**src/include/irq_ctrl_pkg.sv**
```systemverilog
/*
 outbound interrupt controller package: sizes, source indices, register
 word indices, reset values, trigger modes and the bus request carrier.
 assumes a 32-bit avalon-mm slave port with byte address, word aligned.
*/
//Behaviour
//- indices 0-2 are the three aggregates
//- pin inputs become sources 3 and 4
//- frame dma 28, integrity monitor 32
//- sources 40-49 from ten software bits
//- exactly two destinations, each on a pin and inband
//- everything inside is active high
//- raw read shows live source level
//- level mode sets sticky while active
//- any-edge mode sets sticky on change
//- falling mode sets sticky on fall
//- rising mode sets sticky on rise
//- write one clears sticky, zero keeps
//- set wins over simultaneous clear
//- forward only when sticky (raw if bypassed) and enabled
//- identify shows active and enabled sources
//- bypass uses raw level, ignores latch
//- force register injects debug events
//- atomic enable clear and set registers
//- each aggregate has its own register set
//- per destination pending view readable
//- pin output drive mode and polarities
//- per destination source mask gates propagation
//- drive 0 continuous, 1 open collector
//- aggregate is or of module identifies
package irq_ctrl_pkg;
	localparam int SRC_N   = 50;
	localparam int MOD_N   = 32;
	localparam int AGG_N   = 3;
	localparam int DST_N   = 2;
	localparam int ADDR_W  = 8;
	localparam int DATA_W  = 32;
	localparam int SW_N    = 10;

	// source indices
	localparam int SRC_PORT_AGG  = 0;
	localparam int SRC_SIX_AGG   = 1;
	localparam int SRC_TEN_AGG   = 2;
	localparam int SRC_PIN0      = 3;
	localparam int SRC_PIN1      = 4;
	localparam int SRC_FRAME_DMA = 28;
	localparam int SRC_INTEGRITY = 32;
	localparam int SRC_SW_LO     = 40;

	// indices fed from the generic peripheral input bus
	localparam logic [63:0] PERIPH_MASK = 64'h0000_00ee_efff_ffc0;
	localparam logic [63:0] SRC_VALID   = 64'h0003_ffff_ffff_ffff;

	// main bank word indices, pairs are low word then high word
	localparam logic [5:0] W_RAW      = 6'h00;
	localparam logic [5:0] W_BYPASS   = 6'h02;
	localparam logic [5:0] W_TRIG     = 6'h04;
	localparam logic [5:0] W_FORCE    = 6'h08;
	localparam logic [5:0] W_STICKY   = 6'h0a;
	localparam logic [5:0] W_ENA      = 6'h0c;
	localparam logic [5:0] W_ENA_CLR  = 6'h0e;
	localparam logic [5:0] W_ENA_SET  = 6'h10;
	localparam logic [5:0] W_IDENT    = 6'h12;
	localparam logic [5:0] W_MAP      = 6'h14;
	localparam logic [5:0] W_DIDENT   = 6'h18;
	localparam logic [5:0] W_SW_RAISE = 6'h1c;
	localparam logic [5:0] W_PIN_IPOL = 6'h1d;
	localparam logic [5:0] W_PIN_OPOL = 6'h1e;
	localparam logic [5:0] W_PIN_DRV  = 6'h1f;
	localparam logic [5:0] W_AGG_BASE = 6'h20;

	// register offsets inside one aggregate bank
	localparam logic [2:0] A_POL    = 3'h0;
	localparam logic [2:0] A_RAW    = 3'h1;
	localparam logic [2:0] A_BYPASS = 3'h2;
	localparam logic [2:0] A_TRIG   = 3'h3;
	localparam logic [2:0] A_TRIG_HI = 3'h4;
	localparam logic [2:0] A_STICKY = 3'h5;
	localparam logic [2:0] A_ENA    = 3'h6;
	localparam logic [2:0] A_IDENT  = 3'h7;

	// reset values
	localparam logic [63:0]  RST_VEC64  = 64'h0;
	localparam logic [127:0] RST_TRIG   = 128'h0;
	localparam logic [31:0]  RST_VEC32  = 32'h0;
	localparam logic [1:0]   RST_PIN    = 2'h0;
	localparam logic [9:0]   RST_SW     = 10'h0;

	typedef enum logic [1:0] {
		TRIG_LEVEL,
		TRIG_ANY,
		TRIG_FALL,
		TRIG_RISE
	} trig_mode_t;

	typedef struct packed {
		logic              read;
		logic              write;
		logic [ADDR_W-1:0] address;
		logic [DATA_W-1:0] writedata;
		logic [3:0]        byteenable;
	} avl_req_t;
endpackage

```
**src/rtl/outbound_irq_ctrl.sv**
```systemverilog
/*
 outbound interrupt controller: fifty sources with raw, sticky, trigger,
 bypass, force, enable and identify logic, three aggregated module
 hierarchies, and two destinations out on pins and as inband levels.
 assumes sources synchronous to i_clk and an avalon-mm master that holds
 its request until waitrequest is seen low.
*/
`timescale 1ns/1ns
module outbound_irq_ctrl (
	input  wire logic                         i_clk,
	input  wire logic                         i_reset_n,
	input  wire irq_ctrl_pkg::avl_req_t       i_avl,
	output logic [irq_ctrl_pkg::DATA_W-1:0]   o_readdata,
	output logic                              o_waitrequest,
	input  wire logic [irq_ctrl_pkg::MOD_N-1:0] i_port_module_irq,
	input  wire logic [irq_ctrl_pkg::MOD_N-1:0] i_six_gig_irq,
	input  wire logic [irq_ctrl_pkg::MOD_N-1:0] i_ten_gig_irq,
	input  wire logic [1:0]                   i_pin_input_irq,
	input  wire logic                         i_frame_dma_irq,
	input  wire logic                         i_memory_integrity_irq,
	input  wire logic [63:0]                  i_periph_irq,
	output logic [1:0]                        o_pin_output_irq,
	output logic [1:0]                        o_pin_output_irq_oe,
	output logic [1:0]                        o_inband_irq
);
	// bus handshake
	logic        waitreq_reg;
	logic [31:0] rdata_reg;
	logic        wr_acc;
	logic [5:0]  widx;
	logic        whi;
	logic [31:0] wmask;
	logic [31:0] wbits;
	logic [31:0] rd_word;
	// main bank state
	logic [63:0]  bypass_reg;
	logic [127:0] trig_reg;
	logic [63:0]  sticky_reg;
	logic [63:0]  ena_reg;
	logic [63:0]  prev_reg;
	logic [63:0]  map_reg [irq_ctrl_pkg::DST_N];
	logic [9:0]   sw_raise_reg;
	logic [1:0]   pin_ipol_reg;
	logic [1:0]   pin_opol_reg;
	logic [1:0]   pin_drv_reg;
	// main bank combinational
	logic [63:0] src_raw;
	logic [63:0] src_hits;
	logic [63:0] fwd;
	logic [63:0] ident;
	logic [63:0] dident [irq_ctrl_pkg::DST_N];
	logic [1:0]  dst_any;
	logic [1:0]  pin_in;
	logic [63:0] force_ones;
	logic [63:0] clr_ones;
	logic [63:0] ena_clr_ones;
	logic [63:0] ena_set_ones;
	// aggregate hierarchies
	logic [31:0] mod_in     [irq_ctrl_pkg::AGG_N];
	logic [31:0] agg_pol_reg [irq_ctrl_pkg::AGG_N];
	logic [31:0] agg_byp_reg [irq_ctrl_pkg::AGG_N];
	logic [63:0] agg_trig_reg [irq_ctrl_pkg::AGG_N];
	logic [31:0] agg_stk_reg [irq_ctrl_pkg::AGG_N];
	logic [31:0] agg_ena_reg [irq_ctrl_pkg::AGG_N];
	logic [31:0] agg_prev_reg [irq_ctrl_pkg::AGG_N];
	logic [31:0] agg_raw    [irq_ctrl_pkg::AGG_N];
	logic [31:0] agg_ident  [irq_ctrl_pkg::AGG_N];
	logic [2:0]  agg_src;
	function automatic logic [63:0] edge_hits(
		input logic [63:0]  cur,
		input logic [63:0]  prev,
		input logic [127:0] mode
	);
		logic [63:0] h;
		h = '0;
		for (int i = 0; i < 64; i++) begin
			case (irq_ctrl_pkg::trig_mode_t'(mode[2*i +: 2]))
				irq_ctrl_pkg::TRIG_LEVEL: h[i] = cur[i];
				irq_ctrl_pkg::TRIG_ANY:   h[i] = cur[i] ^ prev[i];
				irq_ctrl_pkg::TRIG_FALL:  h[i] = prev[i] & ~cur[i];
				default:                  h[i] = cur[i] & ~prev[i];
			endcase
		end
		return h;
	endfunction
	// write one half of a 64-bit register under byte enables
	function automatic logic [63:0] put64(
		input logic [63:0] old,
		input logic        hi,
		input logic [31:0] wd,
		input logic [31:0] wm
	);
		logic [63:0] r;
		r = old;
		if (hi) begin
			r[63:32] = (old[63:32] & ~wm) | (wd & wm);
		end else begin
			r[31:0] = (old[31:0] & ~wm) | (wd & wm);
		end
		return r;
	endfunction

	function automatic logic [63:0] ones64(
		input logic        hit,
		input logic        hi,
		input logic [31:0] wb
	);
		logic [63:0] r;
		r = '0;
		if (hit) begin
			r = hi ? {wb, 32'h0} : {32'h0, wb};
		end
		return r & irq_ctrl_pkg::SRC_VALID;
	endfunction

	assign wr_acc = i_avl.write & ~waitreq_reg;
	assign widx   = i_avl.address[7:2];
	assign whi    = widx[0];
	assign wmask  = {{8{i_avl.byteenable[3]}}, {8{i_avl.byteenable[2]}},
	                 {8{i_avl.byteenable[1]}}, {8{i_avl.byteenable[0]}}};
	assign wbits  = i_avl.writedata & wmask;

	// one wait cycle, then waitrequest low for exactly one edge
	always_ff @(posedge i_clk or negedge i_reset_n) begin
		if (!i_reset_n) begin
			waitreq_reg <= 1'b1;
		end else begin
			waitreq_reg <= ~((i_avl.read | i_avl.write) & waitreq_reg);
		end
	end

	always_ff @(posedge i_clk or negedge i_reset_n) begin
		if (!i_reset_n) begin
			rdata_reg <= irq_ctrl_pkg::RST_VEC32;
		end else if ((i_avl.read | i_avl.write) & waitreq_reg) begin
			rdata_reg <= i_avl.read ? rd_word : 32'h0;
		end
	end
	assign o_readdata    = rdata_reg;
	assign o_waitrequest = waitreq_reg;
	// polarity on the pins happens before entry; bit 0 = active low
	assign pin_in = ~(i_pin_input_irq ^ pin_ipol_reg);

	// source assembly
	always_comb begin
		src_raw = i_periph_irq & irq_ctrl_pkg::PERIPH_MASK;
		src_raw[irq_ctrl_pkg::SRC_PORT_AGG] = agg_src[0];
		src_raw[irq_ctrl_pkg::SRC_SIX_AGG]  = agg_src[1];
		src_raw[irq_ctrl_pkg::SRC_TEN_AGG]  = agg_src[2];
		src_raw[irq_ctrl_pkg::SRC_PIN0]     = pin_in[0];
		src_raw[irq_ctrl_pkg::SRC_PIN1]     = pin_in[1];
		src_raw[irq_ctrl_pkg::SRC_FRAME_DMA] = i_frame_dma_irq;
		src_raw[irq_ctrl_pkg::SRC_INTEGRITY] = i_memory_integrity_irq;
		src_raw[irq_ctrl_pkg::SRC_SW_LO +: irq_ctrl_pkg::SW_N] =
			sw_raise_reg;
	end
	assign src_hits = edge_hits(src_raw, prev_reg, trig_reg);
	assign fwd      = (bypass_reg & src_raw) | (~bypass_reg & sticky_reg);
	assign ident    = fwd & ena_reg & irq_ctrl_pkg::SRC_VALID;
	assign force_ones   = ones64(wr_acc && widx[5:1] == irq_ctrl_pkg::W_FORCE[5:1],
	                             whi, wbits);
	assign clr_ones     = ones64(wr_acc && widx[5:1] == irq_ctrl_pkg::W_STICKY[5:1],
	                             whi, wbits);
	assign ena_clr_ones = ones64(wr_acc && widx[5:1] == irq_ctrl_pkg::W_ENA_CLR[5:1],
	                             whi, wbits);
	assign ena_set_ones = ones64(wr_acc && widx[5:1] == irq_ctrl_pkg::W_ENA_SET[5:1],
	                             whi, wbits);

	// previous copy for edge detection
	always_ff @(posedge i_clk or negedge i_reset_n) begin
		if (!i_reset_n) begin
			prev_reg <= irq_ctrl_pkg::RST_VEC64;
		end else begin
			prev_reg <= src_raw;
		end
	end
	// sticky: hit and force are or-ed after the clear so the set wins
	always_ff @(posedge i_clk or negedge i_reset_n) begin
		if (!i_reset_n) begin
			sticky_reg <= irq_ctrl_pkg::RST_VEC64;
		end else begin
			sticky_reg <= ((sticky_reg & ~clr_ones)
			              | src_hits | force_ones)
			              & irq_ctrl_pkg::SRC_VALID;
		end
	end
	// enable with atomic set and clear; set wins if both hit one bit
	always_ff @(posedge i_clk or negedge i_reset_n) begin
		if (!i_reset_n) begin
			ena_reg <= irq_ctrl_pkg::RST_VEC64;
		end else if (wr_acc && widx[5:1] == irq_ctrl_pkg::W_ENA[5:1]) begin
			ena_reg <= put64(ena_reg, whi, i_avl.writedata, wmask)
			           & irq_ctrl_pkg::SRC_VALID;
		end else begin
			ena_reg <= (ena_reg & ~ena_clr_ones) | ena_set_ones;
		end
	end

	always_ff @(posedge i_clk or negedge i_reset_n) begin
		if (!i_reset_n) begin
			bypass_reg <= irq_ctrl_pkg::RST_VEC64;
		end else if (wr_acc && widx[5:1] == irq_ctrl_pkg::W_BYPASS[5:1]) begin
			bypass_reg <= put64(bypass_reg, whi, i_avl.writedata, wmask)
			              & irq_ctrl_pkg::SRC_VALID;
		end
	end

	always_ff @(posedge i_clk or negedge i_reset_n) begin
		if (!i_reset_n) begin
			trig_reg <= irq_ctrl_pkg::RST_TRIG;
		end else if (wr_acc && widx[5:2] == irq_ctrl_pkg::W_TRIG[5:2]) begin
			trig_reg[32*widx[1:0] +: 32] <=
				(trig_reg[32*widx[1:0] +: 32] & ~wmask) | wbits;
		end
	end

	// destination masks, one pair of words each
	always_ff @(posedge i_clk or negedge i_reset_n) begin
		if (!i_reset_n) begin
			map_reg[0] <= irq_ctrl_pkg::RST_VEC64;
			map_reg[1] <= irq_ctrl_pkg::RST_VEC64;
		end else if (wr_acc && widx[5:2] == irq_ctrl_pkg::W_MAP[5:2]) begin
			map_reg[widx[1]] <= put64(map_reg[widx[1]], whi,
			                          i_avl.writedata, wmask)
			                    & irq_ctrl_pkg::SRC_VALID;
		end
	end

	always_ff @(posedge i_clk or negedge i_reset_n) begin
		if (!i_reset_n) begin
			sw_raise_reg <= irq_ctrl_pkg::RST_SW;
		end else if (wr_acc && widx == irq_ctrl_pkg::W_SW_RAISE) begin
			sw_raise_reg <= (sw_raise_reg & ~wmask[9:0]) | wbits[9:0];
		end
	end

	// pin polarity and drive mode
	always_ff @(posedge i_clk or negedge i_reset_n) begin
		if (!i_reset_n) begin
			pin_ipol_reg <= irq_ctrl_pkg::RST_PIN;
			pin_opol_reg <= irq_ctrl_pkg::RST_PIN;
			pin_drv_reg  <= irq_ctrl_pkg::RST_PIN;
		end else if (wr_acc && i_avl.byteenable[0]) begin
			if (widx == irq_ctrl_pkg::W_PIN_IPOL) begin
				pin_ipol_reg <= i_avl.writedata[1:0];
			end else if (widx == irq_ctrl_pkg::W_PIN_OPOL) begin
				pin_opol_reg <= i_avl.writedata[1:0];
			end else if (widx == irq_ctrl_pkg::W_PIN_DRV) begin
				pin_drv_reg <= i_avl.writedata[1:0];
			end
		end
	end

	// destination logic, one per destination
	genvar d;
	generate
		for (d = 0; d < irq_ctrl_pkg::DST_N; d++) begin : g_dst
			assign dident[d]  = ident & map_reg[d];
			assign dst_any[d] = |dident[d];
		end
	endgenerate

	// outputs leave through flops; pin polarity applied before exit, inband has none
	always_ff @(posedge i_clk or negedge i_reset_n) begin
		if (!i_reset_n) begin
			o_pin_output_irq    <= 2'h0;
			o_pin_output_irq_oe <= 2'h0;
			o_inband_irq        <= 2'h0;
		end else begin
			o_inband_irq <= dst_any;
			for (int e = 0; e < irq_ctrl_pkg::DST_N; e++) begin
				if (pin_drv_reg[e]) begin
					// open collector: drive only the asserted level
					o_pin_output_irq[e]    <= pin_opol_reg[e];
					o_pin_output_irq_oe[e] <= dst_any[e];
				end else begin
					o_pin_output_irq[e]    <= ~(dst_any[e] ^ pin_opol_reg[e]);
					o_pin_output_irq_oe[e] <= 1'b1;
				end
			end
		end
	end
	// aggregated module hierarchies
	assign mod_in[0] = i_port_module_irq;
	assign mod_in[1] = i_six_gig_irq;
	assign mod_in[2] = i_ten_gig_irq;
	genvar h;
	generate
		for (h = 0; h < irq_ctrl_pkg::AGG_N; h++) begin : g_agg
			logic        a_sel;
			logic [31:0] a_hits;
			logic [63:0] a_hits64;
			logic [31:0] a_clr;
			assign a_sel = wr_acc && widx[5] && (widx[4:3] == 2'(h));
			// polarity bit set inverts the module input
			assign agg_raw[h] = mod_in[h] ^ agg_pol_reg[h];
			assign a_hits64 = edge_hits({32'h0, agg_raw[h]},
			                            {32'h0, agg_prev_reg[h]},
			                            {64'h0, agg_trig_reg[h]});
			assign a_hits = a_hits64[31:0];
			assign a_clr  = (a_sel && widx[2:0] == irq_ctrl_pkg::A_STICKY)
			                ? wbits : 32'h0;
			assign agg_ident[h] = ((agg_byp_reg[h] & agg_raw[h])
			                      | (~agg_byp_reg[h] & agg_stk_reg[h]))
			                      & agg_ena_reg[h];
			assign agg_src[h] = |agg_ident[h];
			always_ff @(posedge i_clk or negedge i_reset_n) begin
				if (!i_reset_n) begin
					agg_prev_reg[h] <= irq_ctrl_pkg::RST_VEC32;
					agg_stk_reg[h]  <= irq_ctrl_pkg::RST_VEC32;
				end else begin
					agg_prev_reg[h] <= agg_raw[h];
					agg_stk_reg[h]  <= (agg_stk_reg[h] & ~a_clr) | a_hits;
				end
			end
			always_ff @(posedge i_clk or negedge i_reset_n) begin
				if (!i_reset_n) begin
					agg_pol_reg[h]  <= irq_ctrl_pkg::RST_VEC32;
					agg_byp_reg[h]  <= irq_ctrl_pkg::RST_VEC32;
					agg_ena_reg[h]  <= irq_ctrl_pkg::RST_VEC32;
					agg_trig_reg[h] <= irq_ctrl_pkg::RST_VEC64;
				end else if (a_sel) begin
					if (widx[2:0] == irq_ctrl_pkg::A_POL) begin
						agg_pol_reg[h] <= (agg_pol_reg[h] & ~wmask) | wbits;
					end else if (widx[2:0] == irq_ctrl_pkg::A_BYPASS) begin
						agg_byp_reg[h] <= (agg_byp_reg[h] & ~wmask) | wbits;
					end else if (widx[2:0] == irq_ctrl_pkg::A_ENA) begin
						agg_ena_reg[h] <= (agg_ena_reg[h] & ~wmask) | wbits;
					end else if (widx[2:0] == irq_ctrl_pkg::A_TRIG ||
					             widx[2:0] == irq_ctrl_pkg::A_TRIG_HI) begin
						// high trigger word is the one with offset bit 2 set
						agg_trig_reg[h] <= put64(agg_trig_reg[h], widx[2],
						                         i_avl.writedata, wmask);
					end
				end
			end
		end
	endgenerate
	// read mux; unmapped words read zero
	always_comb begin
		logic [63:0] v;
		logic [2:0]  a;
		logic [1:0]  hs;
		v  = 64'h0;
		a  = widx[2:0];
		hs = widx[4:3];
		rd_word = 32'h0;
		if (widx[5]) begin
			if (hs == 2'h3) begin
				rd_word = 32'h0;
			end else if (a == irq_ctrl_pkg::A_POL) begin
				rd_word = agg_pol_reg[hs];
			end else if (a == irq_ctrl_pkg::A_RAW) begin
				rd_word = agg_raw[hs];
			end else if (a == irq_ctrl_pkg::A_BYPASS) begin
				rd_word = agg_byp_reg[hs];
			end else if (a == irq_ctrl_pkg::A_TRIG) begin
				rd_word = agg_trig_reg[hs][31:0];
			end else if (a == irq_ctrl_pkg::A_TRIG_HI) begin
				rd_word = agg_trig_reg[hs][63:32];
			end else if (a == irq_ctrl_pkg::A_STICKY) begin
				rd_word = agg_stk_reg[hs];
			end else if (a == irq_ctrl_pkg::A_ENA) begin
				rd_word = agg_ena_reg[hs];
			end else begin
				rd_word = agg_ident[hs];
			end
		end else begin
			if (widx[5:1] == irq_ctrl_pkg::W_RAW[5:1]) begin
				v = src_raw;
			end else if (widx[5:1] == irq_ctrl_pkg::W_BYPASS[5:1]) begin
				v = bypass_reg;
			end else if (widx[5:1] == irq_ctrl_pkg::W_STICKY[5:1]) begin
				v = sticky_reg;
			end else if (widx[5:1] == irq_ctrl_pkg::W_ENA[5:1]) begin
				v = ena_reg;
			end else if (widx[5:1] == irq_ctrl_pkg::W_IDENT[5:1]) begin
				v = ident;
			end else if (widx[5:2] == irq_ctrl_pkg::W_MAP[5:2]) begin
				v = map_reg[widx[1]];
			end else if (widx[5:2] == irq_ctrl_pkg::W_DIDENT[5:2]) begin
				v = dident[widx[1]];
			end
			rd_word = whi ? v[63:32] : v[31:0];
			if (widx[5:2] == irq_ctrl_pkg::W_TRIG[5:2]) begin
				rd_word = trig_reg[32*widx[1:0] +: 32];
			end else if (widx == irq_ctrl_pkg::W_SW_RAISE) begin
				rd_word = {22'h0, sw_raise_reg};
			end else if (widx == irq_ctrl_pkg::W_PIN_IPOL) begin
				rd_word = {30'h0, pin_ipol_reg};
			end else if (widx == irq_ctrl_pkg::W_PIN_OPOL) begin
				rd_word = {30'h0, pin_opol_reg};
			end else if (widx == irq_ctrl_pkg::W_PIN_DRV) begin
				rd_word = {30'h0, pin_drv_reg};
			end
		end
	end
endmodule

```
**config.mk**
```make
export PLATFORM = sky130hd
export DESIGN_NAME = outbound_irq_ctrl
export DESIGN_NICKNAME = d
export VERILOG_FILES = /design/src/include/irq_ctrl_pkg.sv /design/src/rtl/outbound_irq_ctrl.sv
export SDC_FILE = /design/constraint.sdc
export NUM_CORES = 2
export LEC_CHECK = 0
export BUFFER_PORTS_ARGS = -buffer_cell sky130_fd_sc_hd__buf_4
export CAP_MARGIN = 20
export CORE_MARGIN = 2
export CORE_UTILIZATION = 54
export CTS_CLUSTER_DIAMETER = 200
export DETAILED_ROUTE_END_ITERATION = 7
export HOLD_SLACK_MARGIN = 0.12
export PLACE_DENSITY_LB_ADDON = 0.1
export SLEW_MARGIN = 20
export SYNTH_ARGS = -nofsm -noshare
export SYNTH_HDL_FRONTEND = slang
export SYNTH_SLANG_ARGS = --single-unit
```
**constraint.sdc**
```tcl
create_clock -name i_clk -period 3.5 [get_ports i_clk]
set_input_delay 0.35 -clock i_clk [delete_from_list [all_inputs] [get_ports i_clk]]
set_output_delay 0.35 -clock i_clk [all_outputs]
set_load 0.01 [all_outputs]
```
# --- Word-level counts from Yosys, hierarchy flattened ---
# Cells that the tools add are included.
classes:
  n_lt_le_gt_ge: 3
  bitwise: 830
  shift: 3
  addsub: 1
  reduce_logical: 191
  eq_ne: 313
  muxes: 217
op_table:
  columns: ["op", "n"]
  rows:
  - ["2-to-1 mux 32 bit", 34]
  - ["2-to-1 mux 64 bit", 17]
  - ["bitwise AND 32 bit", 32]
  - ["OR 32 bit", 25]
  - ["one-hot mux 1 bit (3 select lines)", 144]
  - ["binary-select mux 32 bit (select 2 bit)", 6]
  - ["inverter 1 bit", 299]
  - ["equality test 2 bit (second input constant)", 146]
  - ["bitwise AND 1 bit", 290]
  - ["equality test 2 x 1 -> 1 bit (second input constant)", 145]
  - ["logical NOT 2 bit", 145]
  - ["bitwise mux 128 bit", 2]
  - ["2-to-1 mux 50 bit", 5]
  - ["inverter 32 bit", 7]
  - ["bitwise AND 50 bit", 4]
  - ["OR 50 bit", 3]
  - ["bitwise XOR 1 bit", 146]
  - ["bitwise AND 50 x 64 -> 64 bit", 2]
  - ["binary-select mux 64 bit (select 2 bit)", 1]
  - ["OR reduction 64 bit", 2]
  - ["variable shift 32 x 34 -> 128 bit (first input constant)", 1]
  - ["variable part select 128 x 8 -> 32 bit", 1]
  - ["variable part select 32 x 34 -> 128 bit", 1]
  - ["inverter 50 bit", 2]
  - ["40 further kinds", 98]
totals:
  regBits: 1195
  output_inout_bits: 39
  in_bits: 212
  elab_cells: 1598

# --- Longest topological paths before layout ---
depth:
  ltp_word: 27
  ltp_mapped: 15

# --- Worst setup path after synthesis ---
# OpenSTA, ideal clock, no wires.
synth_timing:
  kind: "in2reg"
  from: "input i_avl[39] in the netlist's numbering"
  to: "register rdata_reg[22], in the netlist o_readdata[22]"
  arrival_time_ns: 2.911
  path_buffers: 5
  stages: 14
  setup_slack_ns: 0.454
  required_ns: 3.364
  setup_time_ns: 0.136
  cell_sequence: "buf_4 > buf_2 > clkinv_1 > clkbuf_1 > ha_1 > clkbuf_1 > nor4_1 > nor3b_1 > or2_0 > buf_2 > nor2_1 > a221o_1 > a22oi_1 > nor3_1"
synth_via:
  elab_chain_cells: 19
synth_lines:
  columns: ["element", "line", "text"]
  rows:
  - ["start: declaration", "outbound_irq_ctrl.sv:12", "input wire irq_ctrl_pkg::avl_req_t i_avl,"]
  - ["inverter 1 -> 2 bit (not written as such)", "outbound_irq_ctrl.sv:380, outbound_irq_ctrl.sv:382", null]
  - ["2-to-1 mux 64 bit (not written as such) (3 in series)", "outbound_irq_ctrl.sv:382", "v = dident[widx[1]];"]
  - ["2-to-1 mux 64 bit", "outbound_irq_ctrl.sv:381", "end else if (widx[5:2] == irq_ctrl_pkg::W_DIDENT[5:2]) begin"]
  - ["2-to-1 mux 64 bit", "outbound_irq_ctrl.sv:379", "end else if (widx[5:2] == irq_ctrl_pkg::W_MAP[5:2]) begin"]
  - ["2-to-1 mux 64 bit", "outbound_irq_ctrl.sv:377", "end else if (widx[5:1] == irq_ctrl_pkg::W_IDENT[5:1]) begin"]
  - ["2-to-1 mux 64 bit", "outbound_irq_ctrl.sv:375", "end else if (widx[5:1] == irq_ctrl_pkg::W_ENA[5:1]) begin"]
  - ["2-to-1 mux 64 bit", "outbound_irq_ctrl.sv:373", "end else if (widx[5:1] == irq_ctrl_pkg::W_STICKY[5:1]) begin"]
  - ["2-to-1 mux 64 bit", "outbound_irq_ctrl.sv:371", "end else if (widx[5:1] == irq_ctrl_pkg::W_BYPASS[5:1]) begin"]
  - ["2-to-1 mux 64 bit", "outbound_irq_ctrl.sv:369", "if (widx[5:1] == irq_ctrl_pkg::W_RAW[5:1]) begin"]
  - ["2-to-1 mux 32 bit", "outbound_irq_ctrl.sv:384", "rd_word = whi ? v[63:32] : v[31:0];"]
  - ["2-to-1 mux 32 bit", "outbound_irq_ctrl.sv:393", "end else if (widx == irq_ctrl_pkg::W_PIN_DRV) begin"]
  - ["2-to-1 mux 32 bit", "outbound_irq_ctrl.sv:391", "end else if (widx == irq_ctrl_pkg::W_PIN_OPOL) begin"]
  - ["2-to-1 mux 32 bit", "outbound_irq_ctrl.sv:389", "end else if (widx == irq_ctrl_pkg::W_PIN_IPOL) begin"]
  - ["2-to-1 mux 32 bit", "outbound_irq_ctrl.sv:387", "end else if (widx == irq_ctrl_pkg::W_SW_RAISE) begin"]
  - ["2-to-1 mux 32 bit", "outbound_irq_ctrl.sv:385", "if (widx[5:2] == irq_ctrl_pkg::W_TRIG[5:2]) begin"]
  - ["2-to-1 mux 32 bit (*)", "outbound_irq_ctrl.sv:348", "if (widx[5]) begin"]
  - ["2-to-1 mux 32 bit (*)", "outbound_irq_ctrl.sv:136", "rdata_reg <= i_avl.read ? rd_word : 32'h0;"]
  - ["end signal: assignment", "outbound_irq_ctrl.sv:134", "rdata_reg <= irq_ctrl_pkg::RST_VEC32;"]
  - ["end signal: assignment", "outbound_irq_ctrl.sv:136", null]
  - ["end: declaration", "outbound_irq_ctrl.sv:28", "logic [31:0] rdata_reg;"]
# Mark *: on every way between the ends. The rest lies on a longest branch, timed or not. The select of a mux whose other input is x is not followed.
# A chain may end at the register's enable or synchronous reset.

==> flow_metrics.py <==
metrics = {
    "outcome": {
        "status": "finished, final reports clean",
    },
    "critical_path": {
        "cp.arrival_ns": 4.12,
        "criticalPathCategory": "reg -> reg",
        "cp_data_required_time_ns": 4.14,
        "end_kind": "register",
        "cp_slowest_cell": "a21oi_1",
        "max_stage_delay_ns": 0.86,
        "path_cells": "xor2_1 -> inv_1 -> a21oi_1 -> a211oi_1 -> and4_1 -> nand3_1 -> inv_1 -> ha_1 -> mux2i_1 -> a21oi_1 -> a221oi_1 -> o31ai_1",
        "worstPathMaxFanout": 4,
        "cp-start-kind": "register",
    },
    "global_routing": {
        "grt_max_degree": 120,
        "antenna_found_initial": 20,
        "grt_pass1_vias": 56900,
        "grt_usage_pct": 46.1,
        "grt_overflow_total": 0,
        "grt_pass1_wl_um": 412000,
    },
    "cts": {
        "cts_tree": "done",
        "path_clk_slew_ns": 0.06,
        "cts_setup_buffers": 0,
        "insertion_delay_ns": 0.80,
        "cts_made_buffers": 135,
        "root_buffer": "clkbuf_16",
        "clock_path_buffers": 3,
        "h-tree-depth": 4,
        "clock_sinks": 1153,
    },
    "floorplanning": {
        "fp.dieH_um": 352,
        "die_area_um2": 124000,
        "die_width_um": 352,
        "core_um2": 120000,
        "initial_core_util_pct": 54.5,
        "ioPinCount": 251,
        "core.rowCount": 127,
    },
    "routing": {
        "vias_per_cell": 6.69,
        "wl_per_cell_um": 33.2,
        "drtAntennaViolNets": 0,
        "drt_iter0_markers": 6891,
        "via_count": 58400,
        "drt-total-wl_um": 290000,
        "drcViolationCount": 0,
        "drtPass1Iterations": 6,
    },
    "worst_hold_path": {
        "hold_class": "in -> async",
    },
    "sta": {
        "relSlewSlack_pct": 17.6,
        "finalCritPeriodShare_pct": 99.3,
        "worst_slew_pin_slew_ns": 1.23,
        "fin_skew_ns": 0.0254,
        "rsz0062_at_grt": "no",
        "layout_min_cycle_time_ns": 3.48,
        "slew_viol_final": 0,
        "setup_ws_ns": 0.0238,
        "setup_tns_ns": 0,
        "hold_viol_final": 0,
        "max_freq_ghz": 0.288,
        "finalSetupViolCount": 0,
    },
    "placed_design": {
        "placed_area_um2": 70900,
        "dpl.cell_count": 8312,
        "io_buffers": 215,
        "dpl.hpwl_um": 209000,
        "gp_congestion": 1.04,
        "dp_slack_ns": -0.0293,
    },
    "logic_synthesis": {
        "syn_area_um2": 65400,
        "synth_edf_count": 0,
        "ys_ff_latch": 1153,
        "ys_warn_count": 0,
        "synthArstFlopShare_pct": 100,
        "postSynthCellCount": 6480,
        "ys_seq_area_share_pct": 44.1,
        "synthesis.nets": 6985,
        "synth_cell_types": 88,
        "syn_avg_cell_area_um2": 10.1,
        "synth_top_flop_cell": "dfrtp_1",
    },
    "cells_and_area": {
        "seq_area_um2": 28900,
        "layout.nets": 7508,
        "multi_input_area_um2": 33700,
        "layout.cells.non_filler": 8731,
        "drive_above_1_share_pct": 22.8,
        "syn_to_final_growth_pct": 17.8,
        "fillers": 9930,
        "largest_register_ffs": 192,
        "final_cell_area_um2": 77100,
    },
    "power_and_ir_drop": {
        "leakage_uw": 0.0358,
        "vdd_ir_drop_max_v": 0.000570,
        "p_total_uw": 34500,
        "power.density_nw_per_um2": 448,
    },
    "flow_run": {
        "drv_cap": 0,
    },
}
==> power by group <==
part / internal [µW] / switching, µW / leakage (µW)
combinational: 2000 / 3450 / 0.0188
sequential: 14000 / 647 / 0.0147
clock: 8410 / 6040 / 0.00221
total: 24400 / 10100 / 0.0358
==> metal layers <==
layer | track usage, % | share of wire [%] | vias to the layer above | routed length (µm)
met5 | 0 | 0.033 | - | 95
met4 | 33.6 | 9.0 | 14 | 26000
met3 | 10.6 | 10 | 1055 | 29300
met2 | 69.9 | 44 | 3578 | 127000
met1 | 58.1 | 37 | 29200 | 108000
li1 | - | - | 24500 | -
==> cell families after synthesis <==
family / synth area share, %
adders and majority gates: 5.60
AOI/OAI and AO/OA: 16.6
and+or+nand+nor: 8.78
xor gates and xnor gates: 1.35
buffers and inverters: 4.57
muxes: 19.0
DFF: 44.1
==> synth_stat cells, types with 9 or more instances <==
cell / instances / area share (%)
dfrtp_1: 1152 / 44
nand2_1: 823 / 4.7
o21ai_0: 754 / 5.8
mux2_2: 695 / 12
a21oi_1: 393 / 3.0
inv_1: 345 / 2.0
ha_1: 293 / 5.6
mux2i_1: 278 / 4.3
clkbuf_1: 229 / 1.3
nor2_1: 210 / 1.2
nand3_1: 125 / 0.96
buf_2: 102 / 0.78
o211ai_1: 101 / 1.2
xor2_1: 100 / 1.3
mux4_2: 78 / 2.7
o22ai_1: 77 / 0.74
a211oi_1: 63 / 0.72
a221oi_1: 59 / 0.79
a221o_1: 56 / 0.86
o221ai_1: 43 / 0.58
a31oi_1: 41 / 0.39
nand4_1: 41 / 0.39
nor3_1: 38 / 0.29
a22o_1: 28 / 0.37
a22oi_1: 28 / 0.32
nor4_1: 26 / 0.25
o21ai_1: 25 / 0.19
a21o_1: 21 / 0.24
buf_4: 21 / 0.24
buf_1: 20 / 0.11
o31ai_1: 15 / 0.17
a222oi_1: 14 / 0.21
and3_1: 13 / 0.12
nor2b_1: 13 / 0.12
a2111oi_0: 11 / 0.15
nand2b_1: 11 / 0.11
a32oi_1: 9 / 0.12
o2111ai_1: 9 / 0.12
o22a_1: 9 / 0.12
==> stage by stage <==
stage	utilization (%)	hold slack [ns]
2_1_floorplan	-	0.0544
3_3_place_gp	59.0	0.376
4_1_cts	64.1	0.131
6_report	64.1	0.164
3_5_place_dp	59.0	0.375
5_1_grt	64.1	0.170
==> path summary, 6_finish.rpt <==
path	start	endpoint	slack, ns	depth (start not counted)
worst max register to register	agg_pol_reg[46]$_DFFE_PN0P_	sticky_reg[1]$_DFF_PN0_	0.02	12
worst min-delay path	i_reset_n	agg_pol_reg[90]$_DFFE_PN0P_	0.16	2
min in group i_clk	i_avl[22]	sticky_reg[18]$_DFF_PN0_	0.19	3
max in group asynchronous	i_reset_n	agg_prev_reg[33]$_DFF_PN0_	2.16	3
worst min register to register	trig_reg[125]$_DFFE_PN0P_	trig_reg[125]$_DFFE_PN0P_	0.48	2
worst max-delay path	agg_pol_reg[46]$_DFFE_PN0P_	sticky_reg[1]$_DFF_PN0_	0.02	12
==> critical path: cells and delay by family (launching register included) <==
family / cells / cell delay (ns)
and+or+nand+nor: 2 / 0.51
xor gates and xnor gates: 1 / 0.31
buffers and inverters: 2 / 0.28
adders and majority gates: 1 / 0.19
DFF: 1 / 0.41
AOI/OAI and AO/OA: 5 / 1.50
muxes: 1 / 0.13
==> cells in the final DEF (no fill, tap or decap), drive strengths merged, types with 29 or more instances in the layout <==
cell / Yosys / final
dfrtp: 1152 / 1152
nand2: 823 / 823
o21ai: 779 / 779
mux2: 698 / 698
buf: 148 / 599
a21oi: 393 / 393
inv: 350 / 357
ha: 293 / 293
mux2i: 278 / 278
nor2: 215 / 215
clkbuf: 230 / 199
dlygate4sd3: 0 / 165
nand3: 125 / 125
o211ai: 101 / 101
xor2: 100 / 100
mux4: 78 / 78
o22ai: 77 / 77
a211oi: 63 / 63
a221oi: 61 / 61
a221o: 56 / 56
o221ai: 43 / 43
nand4: 41 / 41
a31oi: 41 / 41
nor3: 39 / 39
nor4: 29 / 29
clkinv: 2 / 29
==> final cells by class <==
class / instances / area share [%]
multi-input cells: 4597 / 43.7
flip-flops and latches: 1153 / 37.4
repair buffers: 764 / 8.72
clock buffers: 199 / 5.22
well taps: 1612 / 2.62
inverters: 352 / 1.72
clock inverters: 41 / 0.557
diodes: 13 / 0.0422
==> repair_timing <==
item | CTS | global route
hold buffers | 165 | 0
resized for setup | 0 | 2
endpoints found under the hold margin | 685 | 0
setup endpoints to repair | 0 | 2
No activity file was read; power rests on OpenSTA's default activity.
